## src/stop_mode_defines.vh

```
// register map, field positions and reset values of the stop-mode and oscillator-stop block
`ifndef STOP_MODE_DEFINES_VH
`define STOP_MODE_DEFINES_VH
// register indices; the byte address is four times the index
`define ADDR_PROCESSOR_A 8'h04
`define ADDR_PROCESSOR_B 8'h05
`define ADDR_CLOCK_A 8'h06
`define ADDR_CLOCK_B 8'h07
`define ADDR_WRITE_PROTECT 8'h0a
`define ADDR_OSC_DETECT 8'h0c
`define ADDR_FAST_OSC_A 8'h08
`define ADDR_FAST_OSC_B 8'h09
`define ADDR_FAST_OSC_C 8'h0b
`define ADDR_VOLT_DETECT 8'h31
`define ADDR_VOLT_MON1 8'h32
`define ADDR_VOLT_MON2 8'h33
`define ADDR_STATUS 8'h3e
`define ADDR_WAKE 8'h3f
// clock mode register a fields
`define CLK_A_PERIPH_STOP_WAIT 2
`define CLK_A_MAIN_STOP 5
`define CLK_A_CPU_DIV8 6
// clock mode register b fields
`define CLK_B_ALL_STOP 0
`define CLK_B_OSC_PIN_FUNC 3
`define CLK_B_LOWSPEED_OFF 4
`define CLK_B_DRIVE_HIGH 5
// oscillator stop detect register fields
`define DET_ENABLE_LO 0
`define DET_ENABLE_HI 1
`define DET_ONCHIP_SEL 2
`define DET_MAIN_STOPPED 3
`define DET_ENABLE_ON 2'b11
// fast oscillator control a fields
`define FAST_A_SELECT 1
// write protect fields
`define PROT_CLOCK 0
`define PROT_PROC 1
`define PROT_VOLT 3
`define PROT_WRITE_MASK 8'h3f
// reset values
`define RST_CLOCK_A 8'h08
`define RST_CLOCK_B 8'h20
`define RST_OSC_DETECT 8'h04
`define RST_PLAIN 8'h00
// axi response codes
`define RESP_OKAY 2'b00
`define RESP_SLVERR 2'b10
`endif

```

## src/stop_mode_osc_stop_detect.v

```verilog
// stop-mode controller, oscillator stop detector and write protect register
`include "stop_mode_defines.vh"
`default_nettype none
module stop_mode_osc_stop_detect
(
   // clock and reset
   input wire clock_in,
   input wire reset_in,
   // axi4-lite write address
   input wire [7:0] s_axi_awaddr_in,
   input wire s_axi_awvalid_in,
   output reg s_axi_awready_out,
   // axi4-lite write data
   input wire [31:0] s_axi_wdata_in,
   input wire [3:0] s_axi_wstrb_in,
   input wire s_axi_wvalid_in,
   output reg s_axi_wready_out,
   // axi4-lite write response
   output reg [1:0] s_axi_bresp_out,
   output reg s_axi_bvalid_out,
   input wire s_axi_bready_in,
   // axi4-lite read address
   input wire [7:0] s_axi_araddr_in,
   input wire s_axi_arvalid_in,
   output reg s_axi_arready_out,
   // axi4-lite read data
   output reg [31:0] s_axi_rdata_out,
   output reg [1:0] s_axi_rresp_out,
   output reg s_axi_rvalid_out,
   input wire s_axi_rready_in,
   // cpu and wake events
   input wire wait_mode_in,
   input wire periph_wake_irq_in,
   input wire main_clock_is_cpu_in,
   input wire main_osc_alive_in,
   // clock control outputs
   output reg stop_mode_out,
   output reg cpu_clock_run_out,
   output reg periph_clock_run_out,
   output reg irq_sequence_start_out,
   output reg osc_stop_irq_out,
   // oscillator output pin
   output reg osc_output_pin_out,
   output reg osc_output_pin_oe_out
);

   // ==========================================================
   // registers
   reg [7:0] clock_mode_reg_a_r;
   reg [7:0] clock_mode_reg_b_r;
   reg [7:0] osc_stop_detect_reg_r;
   reg [7:0] write_protect_control_r;
   reg [7:0] proc_mode_reg_a_r;
   reg [7:0] proc_mode_reg_b_r;
   reg [7:0] fast_osc_ctrl_a_r;
   reg [7:0] fast_osc_ctrl_b_r;
   reg [7:0] fast_osc_ctrl_c_r;
   reg [7:0] voltage_detect_ctrl_r;
   reg [7:0] voltage_mon1_ctrl_r;
   reg [7:0] voltage_mon2_ctrl_r;
   reg wake_pending_r;
   reg [2:0] osc_sync_r;
   reg osc_alive_r;

   // ==========================================================
   // write channel state
   reg aw_held_r;
   reg w_held_r;
   reg [7:0] aw_addr_r;
   reg [31:0] w_data_r;
   reg w_strb_r;
   wire wr_fire = aw_held_r && w_held_r && !s_axi_bvalid_out;

   // ==========================================================
   // decode helpers
   function known_addr;
      input [7:0] a;
      begin
         case (a)
            `ADDR_PROCESSOR_A, `ADDR_PROCESSOR_B, `ADDR_CLOCK_A, `ADDR_CLOCK_B,
            `ADDR_WRITE_PROTECT, `ADDR_OSC_DETECT, `ADDR_FAST_OSC_A,
            `ADDR_FAST_OSC_B, `ADDR_FAST_OSC_C, `ADDR_VOLT_DETECT,
            `ADDR_VOLT_MON1, `ADDR_VOLT_MON2, `ADDR_STATUS, `ADDR_WAKE:
               known_addr = 1'b1;
            default:
               known_addr = 1'b0;
         endcase
      end
   endfunction

   function [7:0] reg_read;
      input [7:0] a;
      begin
         case (a)
            `ADDR_PROCESSOR_A: reg_read = proc_mode_reg_a_r;
            `ADDR_PROCESSOR_B: reg_read = proc_mode_reg_b_r;
            `ADDR_CLOCK_A: reg_read = clock_mode_reg_a_r;
            `ADDR_CLOCK_B: reg_read = clock_mode_reg_b_r;
            `ADDR_WRITE_PROTECT: reg_read = write_protect_control_r;
            `ADDR_OSC_DETECT: reg_read = osc_stop_detect_reg_r;
            `ADDR_FAST_OSC_A: reg_read = fast_osc_ctrl_a_r;
            `ADDR_FAST_OSC_B: reg_read = fast_osc_ctrl_b_r;
            `ADDR_FAST_OSC_C: reg_read = fast_osc_ctrl_c_r;
            `ADDR_VOLT_DETECT: reg_read = voltage_detect_ctrl_r;
            `ADDR_VOLT_MON1: reg_read = voltage_mon1_ctrl_r;
            `ADDR_VOLT_MON2: reg_read = voltage_mon2_ctrl_r;
            `ADDR_STATUS: reg_read = {4'h0, wait_mode_in, wake_pending_r,
               osc_alive_r, stop_mode_out};
            default: reg_read = 8'h00;
         endcase
      end
   endfunction

   // protected writes are accepted on the bus but change nothing
   wire wr_ok_clock = write_protect_control_r[`PROT_CLOCK];
   wire wr_ok_proc = write_protect_control_r[`PROT_PROC];
   wire wr_ok_volt = write_protect_control_r[`PROT_VOLT];
   wire [7:0] wd = w_data_r[7:0];
   wire wr_en = wr_fire && w_strb_r;
   wire hit_clock_b = wr_en && aw_addr_r == `ADDR_CLOCK_B && wr_ok_clock;
   wire enter_stop = hit_clock_b && wd[`CLK_B_ALL_STOP] && !stop_mode_out;
   wire detect_on = osc_stop_detect_reg_r[`DET_ENABLE_HI:`DET_ENABLE_LO] == `DET_ENABLE_ON;
   // second and third synchroniser stages agree on loss
   wire osc_lost = osc_alive_r && !osc_sync_r[1] && !osc_sync_r[2];
   wire detect_fire = detect_on && main_clock_is_cpu_in && osc_lost && !stop_mode_out
      && !osc_stop_detect_reg_r[`DET_ONCHIP_SEL];
   // pin level set on the stop entry edge itself, so inside stop it moves only on a write to clock mode register b
   wire pin_high = enter_stop ? wd[`CLK_B_OSC_PIN_FUNC]
      : stop_mode_out && clock_mode_reg_b_r[`CLK_B_OSC_PIN_FUNC];

   // ==========================================================
   // axi write channel
   always @(posedge clock_in)
   begin
      if (reset_in)
      begin
         aw_held_r <= 1'b0;
         w_held_r <= 1'b0;
         aw_addr_r <= 8'h00;
         w_data_r <= 32'h0000_0000;
         w_strb_r <= 1'b0;
         s_axi_awready_out <= 1'b0;
         s_axi_wready_out <= 1'b0;
         s_axi_bvalid_out <= 1'b0;
         s_axi_bresp_out <= `RESP_OKAY;
      end
      else
      begin
         s_axi_awready_out <= !aw_held_r && !s_axi_awready_out && s_axi_awvalid_in;
         s_axi_wready_out <= !w_held_r && !s_axi_wready_out && s_axi_wvalid_in;
         if (s_axi_awvalid_in && s_axi_awready_out)
         begin
            aw_held_r <= 1'b1;
            aw_addr_r <= {2'b00, s_axi_awaddr_in[7:2]};
         end
         if (s_axi_wvalid_in && s_axi_wready_out)
         begin
            w_held_r <= 1'b1;
            w_data_r <= s_axi_wdata_in;
            w_strb_r <= s_axi_wstrb_in[0];
         end
         if (wr_fire)
         begin
            aw_held_r <= 1'b0;
            w_held_r <= 1'b0;
            s_axi_bvalid_out <= 1'b1;
            s_axi_bresp_out <= known_addr(aw_addr_r) ? `RESP_OKAY : `RESP_SLVERR;
         end
         else if (s_axi_bvalid_out && s_axi_bready_in)
            s_axi_bvalid_out <= 1'b0;
      end
   end

   // ==========================================================
   // axi read channel
   always @(posedge clock_in)
   begin
      if (reset_in)
      begin
         s_axi_arready_out <= 1'b0;
         s_axi_rvalid_out <= 1'b0;
         s_axi_rdata_out <= 32'h0000_0000;
         s_axi_rresp_out <= `RESP_OKAY;
      end
      else
      begin
         s_axi_arready_out <= !s_axi_arready_out && !s_axi_rvalid_out && s_axi_arvalid_in;
         if (s_axi_arvalid_in && s_axi_arready_out)
         begin
            s_axi_rvalid_out <= 1'b1;
            s_axi_rdata_out <= {24'h00_0000, reg_read({2'b00, s_axi_araddr_in[7:2]})};
            s_axi_rresp_out <= known_addr({2'b00, s_axi_araddr_in[7:2]}) ?
               `RESP_OKAY : `RESP_SLVERR;
         end
         else if (s_axi_rvalid_out && s_axi_rready_in)
            s_axi_rvalid_out <= 1'b0;
      end
   end

   // ==========================================================
   // register file, stop mode and detection
   always @(posedge clock_in)
   begin
      if (reset_in)
      begin
         clock_mode_reg_a_r <= `RST_CLOCK_A;
         clock_mode_reg_b_r <= `RST_CLOCK_B;
         osc_stop_detect_reg_r <= `RST_OSC_DETECT;
         write_protect_control_r <= `RST_PLAIN;
         proc_mode_reg_a_r <= `RST_PLAIN;
         proc_mode_reg_b_r <= `RST_PLAIN;
         fast_osc_ctrl_a_r <= `RST_PLAIN;
         fast_osc_ctrl_b_r <= `RST_PLAIN;
         fast_osc_ctrl_c_r <= `RST_PLAIN;
         voltage_detect_ctrl_r <= `RST_PLAIN;
         voltage_mon1_ctrl_r <= `RST_PLAIN;
         voltage_mon2_ctrl_r <= `RST_PLAIN;
         wake_pending_r <= 1'b0;
         osc_sync_r <= 3'b000;
         osc_alive_r <= 1'b0;
         stop_mode_out <= 1'b0;
         osc_stop_irq_out <= 1'b0;
         irq_sequence_start_out <= 1'b0;
      end
      else
      begin
         osc_sync_r <= {osc_sync_r[1:0], main_osc_alive_in};
         if (osc_sync_r[1] == osc_sync_r[2])
            osc_alive_r <= osc_sync_r[2];
         irq_sequence_start_out <= 1'b0;
         osc_stop_irq_out <= 1'b0;
         if (wr_en)
         begin
            case (aw_addr_r)
               `ADDR_WRITE_PROTECT:
                  write_protect_control_r <= wd & `PROT_WRITE_MASK;
               `ADDR_CLOCK_A:
                  if (wr_ok_clock) clock_mode_reg_a_r <= wd;
               `ADDR_CLOCK_B:
                  if (wr_ok_clock) clock_mode_reg_b_r <= wd;
               `ADDR_OSC_DETECT:
                  if (wr_ok_clock) osc_stop_detect_reg_r <= wd & 8'h07;
               `ADDR_FAST_OSC_A:
                  if (wr_ok_clock) fast_osc_ctrl_a_r <= wd;
               `ADDR_FAST_OSC_B:
                  if (wr_ok_clock) fast_osc_ctrl_b_r <= wd;
               `ADDR_FAST_OSC_C:
                  if (wr_ok_clock) fast_osc_ctrl_c_r <= wd;
               `ADDR_PROCESSOR_A:
                  if (wr_ok_proc) proc_mode_reg_a_r <= wd;
               `ADDR_PROCESSOR_B:
                  if (wr_ok_proc) proc_mode_reg_b_r <= wd;
               `ADDR_VOLT_DETECT:
                  if (wr_ok_volt) voltage_detect_ctrl_r <= wd;
               `ADDR_VOLT_MON1:
                  if (wr_ok_volt) voltage_mon1_ctrl_r <= wd;
               `ADDR_VOLT_MON2:
                  if (wr_ok_volt) voltage_mon2_ctrl_r <= wd;
               default:
                  ;
            endcase
         end
         // stop entry with forced divide-by-8 and high drive
         if (enter_stop)
         begin
            stop_mode_out <= 1'b1;
            clock_mode_reg_a_r[`CLK_A_CPU_DIV8] <= 1'b1;
            clock_mode_reg_b_r[`CLK_B_DRIVE_HIGH] <= 1'b1;
         end
         else if (stop_mode_out && periph_wake_irq_in)
         begin
            stop_mode_out <= 1'b0;
            clock_mode_reg_b_r[`CLK_B_ALL_STOP] <= 1'b0;
            wake_pending_r <= 1'b1;
         end
         // interrupt sequence once the cpu clock is back
         if (wake_pending_r && cpu_clock_run_out)
         begin
            wake_pending_r <= 1'b0;
            irq_sequence_start_out <= 1'b1;
         end
         // fallback to on-chip oscillator; stays until software reselects
         if (detect_fire)
         begin
            osc_stop_detect_reg_r[`DET_ONCHIP_SEL] <= 1'b1;
            osc_stop_detect_reg_r[`DET_MAIN_STOPPED] <= 1'b1;
            clock_mode_reg_b_r[`CLK_B_LOWSPEED_OFF] <= 1'b0;
            osc_stop_irq_out <= 1'b1;
         end
      end
   end

   // ==========================================================
   // clock gating and pin hold
   always @(posedge clock_in)
   begin
      if (reset_in)
      begin
         cpu_clock_run_out <= 1'b1;
         periph_clock_run_out <= 1'b1;
         osc_output_pin_out <= 1'b0;
         osc_output_pin_oe_out <= 1'b0;
      end
      else
      begin
         cpu_clock_run_out <= !stop_mode_out && !enter_stop && !wait_mode_in;
         periph_clock_run_out <= !stop_mode_out && !enter_stop
            && !(wait_mode_in && clock_mode_reg_a_r[`CLK_A_PERIPH_STOP_WAIT]);
         osc_output_pin_out <= pin_high;
         osc_output_pin_oe_out <= pin_high;
      end
   end

endmodule
`default_nettype wire

```

## config.mk

```make
export PLATFORM = sky130hd
export DESIGN_NAME = stop_mode_osc_stop_detect
export DESIGN_NICKNAME = d
export VERILOG_FILES = /design/src/stop_mode_osc_stop_detect.v
export VERILOG_INCLUDE_DIRS = /design/src
export SDC_FILE = /design/constraint.sdc
export NUM_CORES = 1
export LEC_CHECK = 0
export ABC_AREA = 1
export BUFFER_PORTS_ARGS = -buffer_cell sky130_fd_sc_hd__buf_2
export CAP_MARGIN = 0
export CORE_UTILIZATION = 58
export DETAILED_ROUTE_END_ITERATION = 8
export GPL_TIMING_DRIVEN = 0
export PLACE_DENSITY_LB_ADDON = 0.08
export SETUP_SLACK_MARGIN = 0.05
export SLEW_MARGIN = 20
export SYNTH_ARGS = -nofsm -noshare
export SYNTH_HDL_FRONTEND = slang
export SYNTH_SLANG_ARGS = --single-unit
```

## constraint.sdc

```tcl
create_clock -name clock_in -period 2.9 [get_ports clock_in]
set_input_delay 0.145 -clock clock_in [delete_from_list [all_inputs] [get_ports clock_in]]
set_output_delay 0.145 -clock clock_in [all_outputs]
set_load 0.02 [all_outputs]
```

Word-level counts from Yosys, hierarchy flattened
Memory sizes are Yosys's and may differ from the RTL's. A register that Yosys moved wholly into a read port is not among the register bits.
Index checks and enable logic that the tools add are counted.
{ "totals": {"memories": 2, "elab_cells": 174, "regBits": 135, "in_bits": 63, "romBits": 128} }
{ "op_classes": {"n_mux": 31, "bitwise": 1, "reduce_logical": 73, "n_eq_ne": 27} }
{ "memory_table": {"columns": ["name", "depth", "width", "read_ports", "rd_clocked_by_memory_dff", "wr", "line_no", "text"], "rows": [
  ["(no name shown)", 64, 1, 1, 0, 0, "stop_mode_osc_stop_detect.v:79", "case (a)"],
  ["(no name shown)", 64, 1, 1, 1, 0, "stop_mode_osc_stop_detect.v:79", null]
]} }
{ "op_table": {"columns": ["cell", "n"], "rows": [
  ["$pmux W8 S13", 1],
  ["$eq A6 B4 Y1 const B", 10],
  ["$eq A6 B3 Y1 const B", 8],
  ["$eq A6 B6 Y1 const B", 7],
  ["$reduce_and A3 Y1", 13],
  ["$logic_and A1 B1 Y1", 31],
  ["$mux W7", 3],
  ["$mux W1", 19],
  ["$reduce_bool A2 Y1", 9],
  ["$logic_not A1 Y1", 14],
  ["$mux W4", 3],
  ["$mux W6", 2],
  ["$reduce_or A2 Y1", 4],
  ["$mux W2", 3],
  ["$reduce_and A2 Y1", 2],
  ["$eq A2 B2 Y1 const B", 1],
  ["$eq A1 B1 Y1", 1],
  ["$not A1 Y1", 1]
]} }

Depth between registers and ports, before layout
Gate-level depths: netlist of run 1.
{ "depth": {"ltp_word": 10, "ltp_mapped": 11, "depth_no_buf": 11} }

Least setup slack after synthesis of run 1
OpenSTA, ideal clock, no wires.
{ "synth_path": {"path_kind": "reg-to-reg", "start": "reg s_axi_bvalid_out", "end": "reg fast_osc_ctrl_b_r[6]", "setup_slack_ps": 1382, "arrival_time_ps": 1398, "stages_incl_launch_ff": 10, "path_cell_list": "dfxtp_1 -> nor2_1 -> nand2_2 -> nor2_4 -> nand2_4 -> inv_2 -> nand4_2 -> buf_2 -> o21ai_0 -> a21oi_1"} }
{ "synth_between": {"elab_chain_len": 4} }
{ "synth_lines": {"columns": ["item", "line_no", "text"], "rows": [
  ["from (decl)", "stop_mode_osc_stop_detect.v:20", "output reg s_axi_bvalid_out,"],
  ["from (signal assigned)", "stop_mode_osc_stop_detect.v:144", "s_axi_bvalid_out <= 1'b0;"],
  ["from (signal assigned)", "stop_mode_osc_stop_detect.v:166", "s_axi_bvalid_out <= 1'b1;"],
  ["from (signal assigned)", "stop_mode_osc_stop_detect.v:170", "s_axi_bvalid_out <= 1'b0;"],
  ["$logic_not A1 Y1", "stop_mode_osc_stop_detect.v:72", "wire wr_fire = aw_held_r && w_held_r && !s_axi_bvalid_out;"],
  ["$logic_and A1 B1 Y1", "stop_mode_osc_stop_detect.v:72", null],
  ["$logic_and A1 B1 Y1", "stop_mode_osc_stop_detect.v:119", "wire wr_en = wr_fire && w_strb_r;"],
  ["$reduce_and A3 Y1 (no line)", null, null],
  ["to (signal assigned)", "stop_mode_osc_stop_detect.v:213", "fast_osc_ctrl_b_r <= `RST_PLAIN;"],
  ["to (signal assigned)", "stop_mode_osc_stop_detect.v:246", "if (wr_ok_clock) fast_osc_ctrl_b_r <= wd;"],
  ["to (decl)", "stop_mode_osc_stop_detect.v:56", "reg [7:0] fast_osc_ctrl_b_r;"]
]} }
No other way between the ends.
A chain may end at the register's enable or synchronous reset.

==> impl_metrics.env, run 1 <==
export IMPL_instances_no_fill=1110
export IMPL_worst_ep_arrival_time_ps=2510
export IMPL_antenna_cells=0
export IMPL_async_flop_share_pct=0
export IMPL_fin_setup_tns_ps=0
export IMPL_cts_sinks=134
export IMPL_clk_latency_ps=530
export IMPL_layout_commonest_cell="nand2_1"
export IMPL_status="complete, no violations"
export IMPL_groute_usage_overall_pct=36.7
export IMPL_drtIter0Drc=729
export IMPL_via_count=6244
export IMPL_place_inst=1055
export IMPL_grt_max_degree=17
export IMPL_grt_pass1_vias=5773
export IMPL_synth_top_area_share_pct=44.3
export IMPL_multi_input_area_sq_um=2700
export IMPL_routedWlPerCell_microns=17.5
export IMPL_synthFlopType="dfxtp_1"
export IMPL_finalSetupViolCount=0
export IMPL_avgSynthCellArea_sq_um=7.18
export IMPL_io_buffers=53
export IMPL_cts_tree="done"
export IMPL_dieArea_sq_um=10900
export IMPL_fmax_mhz=478
export IMPL_post_cts_setup_buffer_count=0
export IMPL_ys_warn_count=0
export IMPL_numCtsBuffers=17
export IMPL_core_area_sq_um=9950
export IMPL_finalWeightedCongestion=0.976
export IMPL_synth_edf_count=0
export IMPL_critPathLaunchType="register"
export IMPL_drv_slew=0
export IMPL_netlist_instances=844
export IMPL_setup_worst_path_end_class="register"
export IMPL_final_cell_mix="136 x nand2_1, 134 x dfxtp_1, 127 x nor2_1, 108 x inv_1, 73 x a21oi_1"
export IMPL_ys_ff_latch=134
export IMPL_drc=0
export IMPL_synthTopCellsByArea="dfxtp_1 44%, nand2_1 8.4%, nor2_1 7.9%, inv_1 6.7%, a21oi_1 6.0%"
export IMPL_hold_buffers=23
export IMPL_pwr_density_cell_nw_per_um2=611
export IMPL_io_pin_count=111
export IMPL_max_vdd_ir_drop_mv=0.424
export IMPL_fin_nets=1027
export IMPL_antenna_left=0
export IMPL_fp_dieH_microns=104
export IMPL_hold_class="input port to register"
export IMPL_rsz0062_at_grt="false"
export IMPL_grt_first_pass_wirelength_mm=30.5
export IMPL_syn_to_final_growth_pct=23.4
export IMPL_netlist_area_sq_um=6060
export IMPL_antenna_found_initial=0
export IMPL_synth_cell_types=30
export IMPL_worst_pin_slew_ps=793
export IMPL_htreeDepth=4
export IMPL_seq_area_frac_synth_pct=44.3
export IMPL_viasPerCell=5.63
export IMPL_wl_mm=19.4
export IMPL_grt_ovfl_total=0
export IMPL_hold_violations=0
export IMPL_row_count=36
export IMPL_fillCellCount=800
export IMPL_drive_gt1_share_pct=15.9
export IMPL_critical_path_class="register to register"
export IMPL_hpwlAfterDp_mm=13.7
export IMPL_dr_pass1_iters=7
export IMPL_post_route_period_util_pct=72.2
export IMPL_p_leak_nw=3.26
export IMPL_cts_root_buf="clkbuf_8"
export IMPL_cp_data_required_time_ps=3320
export IMPL_clock_skew_ps=4.64
export IMPL_post_route_min_period_ps=2090
export IMPL_register_area_sq_um=2680
export IMPL_crit_fanout=10
export IMPL_start_util_pct=60.9
export IMPL_synth_top_area_cell="dfxtp_1"
export IMPL_max_slew_margin_rel_pct=47.2
export IMPL_cts_resized=0
export IMPL_path_clk_slew_ps=60
export IMPL_max_cap_violations=0
export IMPL_clock_path_buffers=2
export IMPL_die_w_microns=104
-- cells by family (layout without fill, tap and decap cells) --
kind of cell	Yosys count	in the layout	synth area share (%)
and+or+nand+nor	344	344	24.7
AOI/OAI and AO/OA	195	195	18.2
DFF	134	134	44.3
buffers and inverters	170	278	12.8
other	1	26	0.0619
-- flip-flops by register name, indices dropped and copies added, names as in the netlist, 3 cells and up, named ones only --
signal                   cells
proc_mode_reg_a_r            8
aw_addr_r                    6
osc_sync_r                   3
voltage_mon2_ctrl_r          8
clock_mode_reg_b_r           8
voltage_mon1_ctrl_r          8
voltage_detect_ctrl_r        8
proc_mode_reg_b_r            8
s_axi_rdata_out              8
osc_stop_detect_reg_r        4
write_protect_control_r      6
fast_osc_ctrl_a_r            8
clock_mode_reg_a_r           8
fast_osc_ctrl_b_r            8
w_data_r                     8
fast_osc_ctrl_c_r            8
-- final cells by class --
type,count,share of cell area (%)
inverter,115,5.77
buffer,55,4.57
clock inverter,11,2.59
sequential,134,35.9
timing repair buffer,76,6.63
multi-input combinational,565,36.1
clock buffer,21,6.27
tap,133,2.23
-- synthesized netlist by cell type, types with 2 or more instances --
cell / n
nand4_1: 5
nor3_1: 3
nor2_2: 10
o211ai_1: 3
a21oi_1: 73
nand4_2: 2
nand2_2: 3
clkinv_1: 2
buf_6: 2
nand3_2: 2
inv_2: 5
inv_1: 108
nand3_1: 46
buf_2: 6
nor2_4: 4
nor3_4: 2
clkbuf_1: 17
o21ai_0: 72
buf_4: 30
dfxtp_1: 134
nor2_1: 127
or2_2: 2
a211oi_1: 44
nand2_1: 136
-- worst max-delay path, stage by stage (launching register included) --
cell           delay [ps]
dfxtp_1               340
nand2_1                90
clkbuf_1              350
nor2_1                100
nor2_1                110
dlygate4sd3_1         560
nand2_1                80
nor2_1                150
nor2_1                 50
o21ai_0                70
o22ai_1                90
-- report_power, final --
part | switching [mW] | total (mW) | internal (mW)
registers | 0.0259 | 1.89 | 1.86
logic | 0.196 | 0.294 | 0.0979
clock network | 0.809 | 2.39 | 1.58
total | 1.03 | 4.57 | 3.54
-- final timing paths --
check             cells past startpoint                        end  slack, ps                          from
setup / recovery                     10                   register        810  s_axi_awready_out$_SDFF_PP0_
hold / removal                        3  aw_addr_r[3]$_SDFFE_PP0N_         20            s_axi_awaddr_in[5]
setup reg to reg                     10                   register        810  s_axi_awready_out$_SDFF_PP0_
hold reg to reg                       2   osc_sync_r[1]$_SDFF_PP0_        420      osc_sync_r[0]$_SDFF_PP0_
-- routing by layer --
layer,part of all wire [%],GRT usage (%),vias up
li1,-,-,2925
met1,40,48.4,2877
met2,46,57.8,389
met3,11,9.15,53
met4,2.8,14.2,0
met5,0,0,-
-- per-stage QoR --
stage	instance area [sq um]	util [%]	hold slack, ps	power (mW)	setup slack [ps]
3_5_place_dp	6590	66.2	358	2.18	1040
2_1_floorplan	6150	-	252	2.09	1380
5_1_grt	7480	75.1	48.8	4.67	624
6_report	7480	75.1	22.5	4.57	806
4_1_cts	7480	75.1	6.58	4.55	911
3_3_place_gp	6590	66.2	347	2.18	1080
Note: power is estimated with default switching activity, not from simulation.
==> inputs of run 2 (changes only) <==
- CORE_UTILIZATION: 58 -> 56
- clock period: 2.9 -> 2.2 ns (I/O delays scaled with it)
==> impl_metrics.env, run 2 (synthesis results as in run 1) <==
export IMPL_via_count=6069
export IMPL_dr_pass1_iters=5
export IMPL_syn_to_final_growth_pct=23.8
export IMPL_crit_path_max_incr_delay_ps=370
export IMPL_antenna_cells=0
export IMPL_htreeDepth=4
export IMPL_hpwlAfterDp_mm=13.5
export IMPL_critical_path_class="register to register"
export IMPL_drv_slew=0
export IMPL_fin_setup_tns_ps=0
export IMPL_cp_data_required_time_ps=2600
export IMPL_top_layer="met4"
export IMPL_r2r_slack_ps=220
export IMPL_post_cts_setup_buffer_count=0
export IMPL_cts_root_buf="clkbuf_8"
export IMPL_max_slew_margin_rel_pct=50.7
export IMPL_fin_nets=1029
export IMPL_clock_path_buffers=2
export IMPL_layout_commonest_cell="nand2_1"
export IMPL_grt_pass1_vias=5487
export IMPL_io_pin_count=111
export IMPL_hold_path_cell_count=5
export IMPL_setup_worst_path_end_class="register"
export IMPL_final_cell_mix="136 x nand2_1, 134 x dfxtp_1, 127 x nor2_1, 108 x inv_1, 73 x a21oi_1"
export IMPL_p_leak_nw=3.28
export IMPL_dr_wl_met2_mm=8.49
export IMPL_final_core_util_pct=72.0
export IMPL_drc=0
export IMPL_io_buffers=53
export IMPL_path_clk_slew_ps=60
export IMPL_critPathSlowestCell="nand4_1"
export IMPL_wl_mm=18.6
export IMPL_finalSetupViolCount=0
export IMPL_fmax_mhz=504
export IMPL_cts_tree="done"
export IMPL_max_vdd_ir_drop_mv=0.470
export IMPL_clk_latency_ps=540
export IMPL_viasPerCell=5.44
export IMPL_dieArea_sq_um=11200
export IMPL_crit_buf_inv=2
export IMPL_crit_cells=7
export IMPL_hold_path_end="s_axi_rresp_out[1]$_SDFFE_PP0P_"
export IMPL_post_route_period_util_pct=90.2
export IMPL_pwr_density_cell_nw_per_um2=804
export IMPL_groute_usage_overall_pct=34.6
export IMPL_cts_sinks=134
export IMPL_met1_length_mm=7.80
export IMPL_min_from="s_axi_araddr_in[4]"
export IMPL_start_util_pct=58.2
export IMPL_reg2reg_depth=7
export IMPL_fp_dieH_microns=106
export IMPL_finalWeightedCongestion=0.986
export IMPL_rr_startpoint="aw_addr_r[4]$_SDFFE_PP0N_"
export IMPL_worst_ep_arrival_time_ps=2390
export IMPL_preCtsSetupSlack_ps=330
export IMPL_status="complete, no violations"
export IMPL_antenna_left=0
export IMPL_path_delay_family="simple AND/OR/NAND/NOR gates"
export IMPL_post_route_min_period_ps=1980
export IMPL_antenna_found_initial=0
export IMPL_timing_rr_end="proc_mode_reg_b_r[6]$_SDFFE_PP0P_"
export IMPL_grt_ovfl_total=0
export IMPL_routedWlPerCell_microns=16.7
export IMPL_worst_pin_slew_ps=739
export IMPL_die_w_microns=106
export IMPL_wl_met3_mm=1.93
export IMPL_clock_skew_ps=9.94
export IMPL_drtIter0Drc=610
export IMPL_numCtsBuffers=17
export IMPL_drive_gt1_share_pct=15.8
export IMPL_hold_class="input port to register"
export IMPL_crit_fanout=10
export IMPL_grt_first_pass_wirelength_mm=29.1
export IMPL_grt_max_degree=17
export IMPL_rsz0062_at_grt="false"
export IMPL_max_cap_violations=0
export IMPL_hold_violations=0
export IMPL_path_cells="nor2_4 > nand3_2 > inv_2 > nand4_1 > clkbuf_1 > o21ai_0 > a21oi_1"
export IMPL_core_area_sq_um=10400
export IMPL_setup_ws_ps=216
export IMPL_row_count=37
export IMPL_critPathLaunchType="register"
## run 2: cell count changes in the layout (fill, tap and decap cells not counted)
cell	previous run	this run
clkinvlp_4	4	1
dlygate4sd3_1	23	25
clkinv_2	1	2
clkinv_4	0	2
## run 2: worst max-delay path by stage
stage / from / to / slack (ps)
floorplan: s_axi_bvalid_out$_SDFFE_PP0P_ / fast_osc_ctrl_b_r[6]$_SDFFE_PP0P_ / 680
global placement: w_held_r$_SDFFE_PP0P_ / fast_osc_ctrl_c_r[7]$_SDFFE_PP0P_ / 380
detailed placement: aw_addr_r[4]$_SDFFE_PP0N_ / proc_mode_reg_b_r[6]$_SDFFE_PP0P_ / 330
CTS: aw_addr_r[4]$_SDFFE_PP0N_ / proc_mode_reg_b_r[6]$_SDFFE_PP0P_ / 310
global route: aw_addr_r[4]$_SDFFE_PP0N_ / proc_mode_reg_b_r[7]$_SDFFE_PP0P_ / 90
finish: aw_addr_r[4]$_SDFFE_PP0N_ / proc_mode_reg_b_r[6]$_SDFFE_PP0P_ / 220
## run 2: through the flow
step | total power, mW | hold WS [ps] | std cells | cell area (sq um)
2_1_floorplan | 2.76 | 217 | 869 | 6150
3_3_place_gp | 2.87 | 314 | 1058 | 6590
3_5_place_dp | 2.87 | 318 | 1058 | 6590
4_1_cts | 6.02 | 2.54 | 1114 | 7490
5_1_grt | 6.17 | 170 | 1115 | 7500
6_report | 6.03 | 121 | 1115 | 7500
## run 2: power breakdown
| part | internal (mW) | leakage (nW) | switching (mW) | total, mW |
|---|---|---|---|---|
| clock | 2.08 | 0.325 | 1.08 | 3.16 |
| sequential | 2.45 | 1.08 | 0.0318 | 2.49 |
| combinational | 0.131 | 1.87 | 0.254 | 0.385 |
## run 2: timing repair
| item | 4_1_cts | 5_1_grt |
|---|---|---|
| hold buffers | 24 | 1 |
| endpoints found under the hold margin | 27 | 1 |
| gates resized for setup | 0 | 0 |
## run 2: cell type report
type / instances / area (sq um)
fillers: 879 / 2910
well taps: 136 / 170
inverters: 115 / 432
flip-flops and latches: 134 / 2680
multi-input cells: 565 / 2700
plain buffers: 55 / 342
clock inverters: 11 / 194
repair buffers: 78 / 515
clock buffers: 21 / 469
## run 2: worst reg2reg max path, delay by kind of cell (launching register included)
family / cells / cell delay [ps]
AO/OA/AOI/OAI: 2 / 290
buffers and inverters: 2 / 480
flip-flops: 1 / 340
AND/OR/NAND/NOR: 3 / 740
## run 2: layer usage
metal	vias to the layer above	global-route usage, %
met2	298	55.5
li1	2929	-
met5	-	0
met4	0	12.2
met1	2800	46.3
met3	42	6.81
